<file path="config.mk">
export PLATFORM = sky130hd
export DESIGN_NAME = tiopc_top
export DESIGN_NICKNAME = d
export VERILOG_FILES = /design/src/rtl/tiopc_pkg.sv /design/src/rtl/tiopc_top.sv
export SDC_FILE = /design/constraint.sdc
export NUM_CORES = 2
export LEC_CHECK = 0
export BUFFER_PORTS_ARGS = -buffer_cell sky130_fd_sc_hd__buf_4
export CELL_PAD_IN_SITES_DETAIL_PLACEMENT = 1
export CELL_PAD_IN_SITES_GLOBAL_PLACEMENT = 1
export CORE_AREA = 2 2 437 439
export CTS_CLUSTER_DIAMETER = 150
export DETAILED_ROUTE_END_ITERATION = 10
export DIE_AREA = 0 0 439 441
export PLACE_DENSITY = 0.74
export SYNTH_ARGS = -nofsm -noshare
export SYNTH_HDL_FRONTEND = slang
export SYNTH_SLANG_ARGS = --single-unit
</file>
<file path="constraint.sdc">
create_clock -name clk -period 47.9 [get_ports clk]
set_input_delay 9.58 -clock clk [delete_from_list [all_inputs] [get_ports clk]]
set_output_delay 9.58 -clock clk [all_outputs]
set_load 0.01 [all_outputs]
</file>
<file path="src/rtl/tiopc_pkg.sv">
package tiopc_pkg;
   localparam int NPORT = 5;
   localparam int NCB = 6;
   localparam int NPIN = 32;
   localparam int CTRW = 16;
   localparam int DIVW = 8;
   localparam logic [NCB-1:0] TICK_RST = 6'h01;
   localparam logic [31:0] PULL_RST = 32'hFFFFFFFF;
   localparam logic [1:0] COND_NONE = 2'h0;
   localparam logic [1:0] COND_EQ = 2'h1;
   localparam logic [1:0] COND_NE = 2'h2;
   localparam logic [1:0] BUF_FULL = 2'h2;

   // ports nest on the low pins, so a lower index is always the narrower port
   function automatic int portWidth(input int k);
      case (k)
         0: return 1;
         1: return 4;
         2: return 8;
         3: return 16;
         default: return 32;
      endcase
   endfunction : portWidth

   function automatic logic [NPIN-1:0] portMask(input int k);
      return NPIN'((64'h1 << portWidth(k)) - 64'h1);
   endfunction : portMask

   function automatic logic [5:0] lastSlice(input int k);
      return 6'(NPIN / portWidth(k) - 1);
   endfunction : lastSlice

   // an out-of-range selection falls back to the reference block
   function automatic int cbIndex(input logic [2:0] sel);
      return (int'(sel) < NCB) ? int'(sel) : 0;
   endfunction : cbIndex

   typedef struct packed {
      logic en;
      logic dirOut;
      logic openColl;
      logic strobeEn;
      logic [2:0] clkSel;
      logic [1:0] condMode;
      logic [NPIN-1:0] condVal;
      logic timed;
      logic [CTRW-1:0] timeVal;
   } tiopc_cfg_t;

   typedef struct packed {
      logic fromPin;
      logic [DIVW-1:0] div;
   } tiopc_cb_t;

   typedef struct packed {
      logic [NPIN-1:0] data;
      logic [CTRW-1:0] ts;
   } tiopc_word_t;

   typedef struct packed {
      tiopc_word_t [1:0] ent;
      logic [1:0] cnt;
   } tiopc_buf_t;

   typedef struct packed {
      tiopc_cfg_t cfg;
      tiopc_buf_t fifo;
      logic [NPIN-1:0] sh;
      logic [5:0] slice;
      logic busy;
      logic [CTRW-1:0] ctr;
      logic [CTRW-1:0] ts;
   } tiopc_port_t;

   typedef struct packed {
      tiopc_port_t [NPORT-1:0] p;
      tiopc_cb_t [NCB-1:0] cb;
      logic [NCB-1:0][DIVW-1:0] cbCnt;
      logic [NCB-1:0] tick;
      logic clkPinPrev;
      logic link;
      logic [NPIN-1:0] pinOut;
      logic [NPIN-1:0] pinOe;
      logic [NPIN-1:0] pull;
      logic [NPORT-1:0] strobe;
      logic [NPORT-1:0] evt;
      logic [NPORT-1:0] wrRdy;
      logic [NPORT-1:0] rdVld;
   } tiopc_state_t;
endpackage : tiopc_pkg

</file>
<file path="src/rtl/tiopc_top.sv">
`timescale 1ns/1ps
// How it works
// - ports of 1, 4, 8, 16 and 32 bits sit on fixed pin groups
// - each port is wholly input or wholly output
// - ports drive or sample pins; input ports can wait for a pin condition, output ports start without one
// - a processor access completes in one cycle unless the buffer is full (write) or empty (read)
// - open collector drives low for zero, floats for one
// - open collector is chosen per port for all its pins
// - data passes through a shift register and a transfer buffer
// - a 16-bit counter per port times transfers
// - counter is always readable; transfers can wait for a counter value
// - each transfer stamps the counter value for software
// - an enabled link stops ports driving its pins; input ports still sample them
// - an enabled narrower port overrides wider ports on shared pins
// - unshared pins of a wider port stay usable
// - ports always transfer at their own width
// - block 0 is the reference clock
// - blocks 1 to 5 run at programmable rates
// - the selected clock block paces each port
// - a clock block may take its clock from the 1-bit port pin
// - a pin-sourced clock may be divided
// - input ports qualify samples with an external strobe
// - output ports produce a strobe with their data
// - after reset every port uses clock block 0
// - pin condition matches are signalled directly as events
// - pulls are on after reset and drop when a port or link enables
module tiopc_top
   import tiopc_pkg::*;
#(
   parameter logic [NPIN-1:0] LINK_MASK = 32'h0000F000
) (
   // clock and reset
   input wire logic clk,
   input wire logic reset,
   // configuration
   input wire logic [NPORT-1:0] cfgLoad,
   input wire tiopc_cfg_t [NPORT-1:0] cfgIn,
   input wire logic [NCB-1:0] cbLoad,
   input wire tiopc_cb_t [NCB-1:0] cbIn,
   input wire logic linkEn,
   input wire logic pullWr,
   input wire logic [NPIN-1:0] pullVal,
   // processor data
   input wire logic [NPORT-1:0] wrValid,
   input wire logic [NPORT-1:0][NPIN-1:0] wrData,
   output logic [NPORT-1:0] wrReady,
   input wire logic [NPORT-1:0] rdReady,
   output logic [NPORT-1:0] rdValid,
   output logic [NPORT-1:0][NPIN-1:0] rdData,
   output logic [NPORT-1:0][CTRW-1:0] rdTime,
   // status
   output logic [NPORT-1:0][CTRW-1:0] ctrOut,
   output logic [NPORT-1:0][CTRW-1:0] lastTs,
   output logic [NPORT-1:0] pinEvent,
   output logic [NPIN-1:0] pullEn,
   // pins
   input wire logic [NPIN-1:0] pinIn,
   output logic [NPIN-1:0] pinOut,
   output logic [NPIN-1:0] pinOe,
   input wire logic [NPORT-1:0] strobeIn,
   output logic [NPORT-1:0] strobe_out
);
   // pin 0 doubles as the clock source; a link there would starve the blocks
   if (LINK_MASK[0]) begin : g_bad_mask
      $error("link mask must leave pin 0 free");
   end

   tiopc_state_t st;
   tiopc_state_t n;

   // two-entry buffer; callers never push into a full buffer without a pop
   function automatic tiopc_buf_t fifoStep(input tiopc_buf_t f, input logic push,
                                          input tiopc_word_t w, input logic pop);
      tiopc_buf_t r;
      r = f;
      if (pop && f.cnt != 2'h0) begin
         r.ent[0] = f.ent[1];
         r.cnt = f.cnt - 2'h1;
      end
      if (push) begin
         r.ent[r.cnt[0]] = w;
         r.cnt = r.cnt + 2'h1;
      end
      return r;
   endfunction : fifoStep

   always_comb begin
      logic [NPIN-1:0] pv;
      logic tk;
      logic srcEv;
      logic condOk;
      logic timeOk;
      logic done;
      logic start;
      logic push;
      logic pop;
      logic smp;
      logic val;
      tiopc_word_t w;
      int own;
      n = st;
      pv = '0;
      tk = 1'b0;
      srcEv = 1'b0;
      condOk = 1'b0;
      timeOk = 1'b0;
      done = 1'b0;
      start = 1'b0;
      push = 1'b0;
      pop = 1'b0;
      smp = 1'b0;
      val = 1'b0;
      w = '0;
      own = -1;
      n.clkPinPrev = pinIn[0];
      n.link = linkEn;
      n.tick[0] = 1'b1;
      for (int b = 1; b < NCB; b++) begin
         srcEv = st.cb[b].fromPin ? (pinIn[0] & ~st.clkPinPrev) : 1'b1;
         n.tick[b] = 1'b0;
         if (cbLoad[b]) begin
            n.cb[b] = cbIn[b];
            n.cbCnt[b] = '0;
         end else if (srcEv) begin
            if (st.cbCnt[b] == st.cb[b].div) begin
               n.tick[b] = 1'b1;
               n.cbCnt[b] = '0;
            end else begin
               n.cbCnt[b] = st.cbCnt[b] + 8'h01;
            end
         end
      end
      if (pullWr) begin
         n.pull = pullVal;
      end
      if (linkEn && !st.link) begin
         n.pull = n.pull & ~LINK_MASK;
      end
      for (int k = 0; k < NPORT; k++) begin
         pv = pinIn & portMask(k);
         tk = st.p[k].cfg.en & st.tick[cbIndex(st.p[k].cfg.clkSel)];
         unique case (st.p[k].cfg.condMode)
            COND_EQ: condOk = (pv == (st.p[k].cfg.condVal & portMask(k)));
            COND_NE: condOk = (pv != (st.p[k].cfg.condVal & portMask(k)));
            default: condOk = 1'b1;
         endcase
         timeOk = !st.p[k].cfg.timed || (st.p[k].ctr == st.p[k].cfg.timeVal);
         done = st.p[k].busy && (st.p[k].slice == lastSlice(k));
         start = 1'b0;
         push = 1'b0;
         pop = 1'b0;
         smp = 1'b0;
         w = '0;
         n.evt[k] = tk && (st.p[k].cfg.condMode != COND_NONE) && condOk;
         if (tk) begin
            n.p[k].ctr = st.p[k].ctr + 16'h0001;
         end
         if (st.p[k].cfg.dirOut) begin
            push = wrValid[k] && st.wrRdy[k];
            w.data = wrData[k];
            start = tk && (!st.p[k].busy || done) && (st.p[k].fifo.cnt != 2'h0) && timeOk;
            pop = start;
            if (start) begin
               n.p[k].sh = st.p[k].fifo.ent[0].data;
               n.p[k].slice = '0;
               n.p[k].busy = 1'b1;
               n.p[k].ts = st.p[k].ctr;
            end else if (tk && done) begin
               n.p[k].busy = 1'b0;
            end else if (tk && st.p[k].busy) begin
               n.p[k].sh = st.p[k].sh >> portWidth(k);
               n.p[k].slice = st.p[k].slice + 6'h01;
            end
         end else begin
            smp = tk && (!st.p[k].cfg.strobeEn || strobeIn[k]) && condOk
                  && (st.p[k].slice != 6'h00 || timeOk)
                  && !(st.p[k].slice == lastSlice(k) && st.p[k].fifo.cnt == BUF_FULL);
            pop = rdReady[k] && st.rdVld[k];
            if (smp) begin
               n.p[k].sh = (st.p[k].sh >> portWidth(k)) | (pv << (NPIN - portWidth(k)));
               if (st.p[k].slice == lastSlice(k)) begin
                  push = 1'b1;
                  w.data = n.p[k].sh;
                  w.ts = st.p[k].ctr;
                  n.p[k].ts = st.p[k].ctr;
                  n.p[k].slice = '0;
               end else begin
                  n.p[k].slice = st.p[k].slice + 6'h01;
               end
            end
         end
         n.p[k].fifo = fifoStep(st.p[k].fifo, push, w, pop);
         if (cfgLoad[k]) begin
            if (cfgIn[k].en && !st.p[k].cfg.en) begin
               n.pull = n.pull & ~portMask(k);
            end
            // disabling or turning a port round discards words of the old direction
            if (!cfgIn[k].en || cfgIn[k].dirOut != st.p[k].cfg.dirOut) begin
               n.p[k].fifo.cnt = 2'h0;
            end
            n.p[k].cfg = cfgIn[k];
            n.p[k].busy = 1'b0;
            n.p[k].slice = '0;
         end
         n.wrRdy[k] = n.p[k].cfg.en && n.p[k].cfg.dirOut && (n.p[k].fifo.cnt != BUF_FULL);
         n.rdVld[k] = n.p[k].cfg.en && !n.p[k].cfg.dirOut && (n.p[k].fifo.cnt != 2'h0);
         n.strobe[k] = n.p[k].cfg.dirOut && n.p[k].cfg.strobeEn && n.p[k].busy;
      end
      for (int i = 0; i < NPIN; i++) begin
         own = -1;
         for (int k = NPORT - 1; k >= 0; k--) begin
            if (n.p[k].cfg.en && i < portWidth(k)) begin
               own = k;
            end
         end
         n.pinOut[i] = 1'b0;
         n.pinOe[i] = 1'b0;
         if (own >= 0 && !(n.link && LINK_MASK[i])) begin
            if (n.p[own].cfg.dirOut) begin
               val = n.p[own].sh[i];
               if (n.p[own].cfg.openColl) begin
                  n.pinOe[i] = ~val;
               end else begin
                  n.pinOut[i] = val;
                  n.pinOe[i] = 1'b1;
               end
            end
         end
      end
   end

   always_ff @(posedge clk or posedge reset) begin
      if (reset) begin
         st <= '0;
         st.tick <= TICK_RST;
         st.pull <= PULL_RST;
      end else begin
         st <= n;
      end
   end

   for (genvar k = 0; k < NPORT; k++) begin : g_out
      assign rdData[k] = st.p[k].fifo.ent[0].data;
      assign rdTime[k] = st.p[k].fifo.ent[0].ts;
      assign ctrOut[k] = st.p[k].ctr;
      assign lastTs[k] = st.p[k].ts;
   end
   assign wrReady = st.wrRdy;
   assign rdValid = st.rdVld;
   assign pinEvent = st.evt;
   assign pullEn = st.pull;
   assign pinOut = st.pinOut;
   assign pinOe = st.pinOe;
   assign strobe_out = st.strobe;

   for (genvar k = 0; k < NPORT; k++) begin : g_chk

   end
endmodule : tiopc_top

</file>
==> run metrics <==
endpoint type of the worst setup path asynchronous set/reset pin; max cap viols 0; Slew headroom 11.3%; Hold WC Path Type reg -> reg; # nets final 6,869; Core ar. 189,000 um^2; Sequential Power Share 42.2%; Yosys top cell area share 49.3%; Final setup violation count 0; Clock Tree Buf Depth 3; P_leak 33.4 nW; Post-Route Skew 0.0339 ns; post-synthesis compound-gate area fraction 13.8%; io pins 1,114; Initial Utilization 32.5%; CTS H-tree lvls 4; Comb pwr share 24.5%; Synth Area in XOR/XNOR 4.14%; largest area contributor in the netlist dfrtp_1; PortBufs 1,004; largest cells by area after synthesis dfrtp_1 (49%), mux2_2 (6.7%), buf_4 (6.5%); Die Ht 441 um; initial antenna violation count 45; largest family of logic cells by synthesized area compound AO/OA/AOI/OAI gates; die area 194,000 um^2; Post-Place Cells 8,579; CTS Buf Count 150; gr ovfl total 0; Clk pwr share 33.3%; total power 0.00356 W; setup bufs post-CTS 0; ys flop type dfrtp_1; Yosys cell types 94; RSZ-0062 raised after global routing false; gr usage total 23.1%; most frequent cell after synthesis dfrtp_1; critical-path maximum fanout 160; Worst-Skew Late Latency 0.83 ns; DRC Markers 0; simple-gate portion of the synthesized area 9.99%; post-route design area 72,600 um^2; layout cells sized above 1 28.2%; Place WS 33.24 ns; Internal 0.00238 W; vias in the first global route 49,800; CP required 48.72 ns; Setup TNS Final 0 ns; synth cell count leaders dfrtp_1 (1,212), buf_4 (531), nor2_1 (428); first drt pass iteration count 7; clock slew at reported path FFs 0.06 ns; Final Worst Setup Slack 34.31 ns; total number of vias 47,100; Syn Area/Cell 10.4 um^2; DP HPWL 166,000 um; Worst-Margin Slew 1.32 ns; largest net degree at the start of global routing 161; Area after DPL 67,400 um^2; Root Driver clkbuf_16; sw frac 33.2%; row count 160; status complete, no violations; cell area after synthesis 61,500 um^2; Layout Area Growth over Synthesis 18.0%; area occupied by multi-input gates 24,000 um^2; Fill cells 21,000; final non-filler cell total 8,876; Critical Path Source reset; Syn Nets 6,546; Final Max Slew Viols 0; Startpoint Class primary input; register area share after synthesis 50.7%; post-synthesis adder-cell area fraction 1.04%; multiplexer area fraction after synthesis 9.83%; Max VDD drop 0.0000383 V; EDFF count, synth 0; die width 439 um; register area 31,200 um^2; global-route wire length before repair 336,000 um; fin crit share 28.4%; DRT iter0 DRCs 3,213; critical path type in -> async; Post-Route WL 231,000 um; clock sinks 1,244; remaining antenna violation count 0; Yosys warnings 0; pwr dens 49.1 nW/um^2; cts repair resizes 0; WP data arrival 14.41 ns; Achievable Freq 0.0736 GHz; Post-CTS Hold Fix Bufs 0; GPL Wtd Cong 0.865; Routed wire per std cell 26.0 um; Vias/cell 5.30; number of synthesized register bits 1,244; Fin. Hold Viols 0; cells after synthesis 5,897; CTS tree yes; min Tclk post-route 13.59 ns; RR Startpoint st[122]; switching power total 0.00118 W; FFs w/ async S/R, synth 100%
-- power by group through the flow --
| stage | clock, W | sequential, W | combinational [W] |
|---|---|---|---|
| 2_1_floorplan | 0 | 0.00143 | 0.000633 |
| 3_3_place_gp | 0 | 0.00150 | 0.000840 |
| 3_5_place_dp | 0 | 0.00152 | 0.000876 |
| 4_1_cts | 0.00121 | 0.00150 | 0.000884 |
| 5_1_grt | 0.00125 | 0.00153 | 0.000948 |
| 6_report | 0.00119 | 0.00150 | 0.000871 |
-- per-layer routing --
layer	track usage, %	routed length [um]	vias up
met5	0	200	-
met2	39.5	115000	1406
met1	26.8	88400	24500
li1	-	-	20700
met3	5.57	14600	430
met4	12.1	13100	28
-- worst max-delay path, cell delays in order --
cell and delay, ns:
buf_4 0.13, inv_8 0.49, buf_12 0.57, buf_4 0.68
buf_4 0.84, buf_4 0.89, buf_12 0.70
-- kinds of logic (layout without fill, tap and decap cells) --
family,count (synthesis),count (layout)
buf+inv,1159,1604
flops,1244,1244
simple gates,1304,1304
fa+ha+maj,51,51
xor+xnor,291,291
compound gates,1291,1291
other cells,0,23
mux,557,557
-- placed cells by master (no fill, tap or decap), drive strengths merged, types with 16 or more instances in the layout --
cell type / n
a22oi: 187
nand2b: 17
nor2: 432
xnor2: 216
nor2b: 124
dfrtp: 1212
nor3b: 16
nand2: 330
buf: 1086
nor3: 28
a21oi: 378
diode: 23
o21ai: 292
o22ai: 44
o2bb2ai: 17
a222oi: 70
a211oi: 110
clkbuf: 218
and3: 42
clkinv: 31
ha: 51
a221oi: 29
mux2i: 182
nand4: 62
mux2: 375
inv: 253
dfstp: 32
xor2: 75
and2: 36
nand3: 158
nor4: 23
-- final timing paths --
check / end / slack [ns] / cells past startpoint
max in group clk: register / 34.62 / 10
worst max-delay path: asynchronous set/reset pin / 34.31 / 7
worst min register to register: register / 0.49 / 1
worst min-delay path: register / 0.49 / 1
worst max register to register: register / 42.77 / 11
min in group asynchronous: asynchronous set/reset pin / 8.87 / 2
-- final cells by class --
cell class	count	share of cell area, %
Timing Repair Buffer	1086	11.3
Clock buffer	218	6.01
Sequential cell	1244	42.9
Clock inverter	56	1.03
Inverter	244	1.27
Tap cell	2511	4.33
Multi-Input combinational cell	3494	33.1
Antenna cell	23	0.0793
-- metrics by stage --
stage	hold WS, ns	util [%]
after floorplan	0.451	-
after global placement	0.471	35.6
after detailed placement	0.477	35.6
after CTS	0.495	38.3
after global routing	0.509	38.4
final	0.492	38.4
No activity file was read; power rests on OpenSTA's default activity.
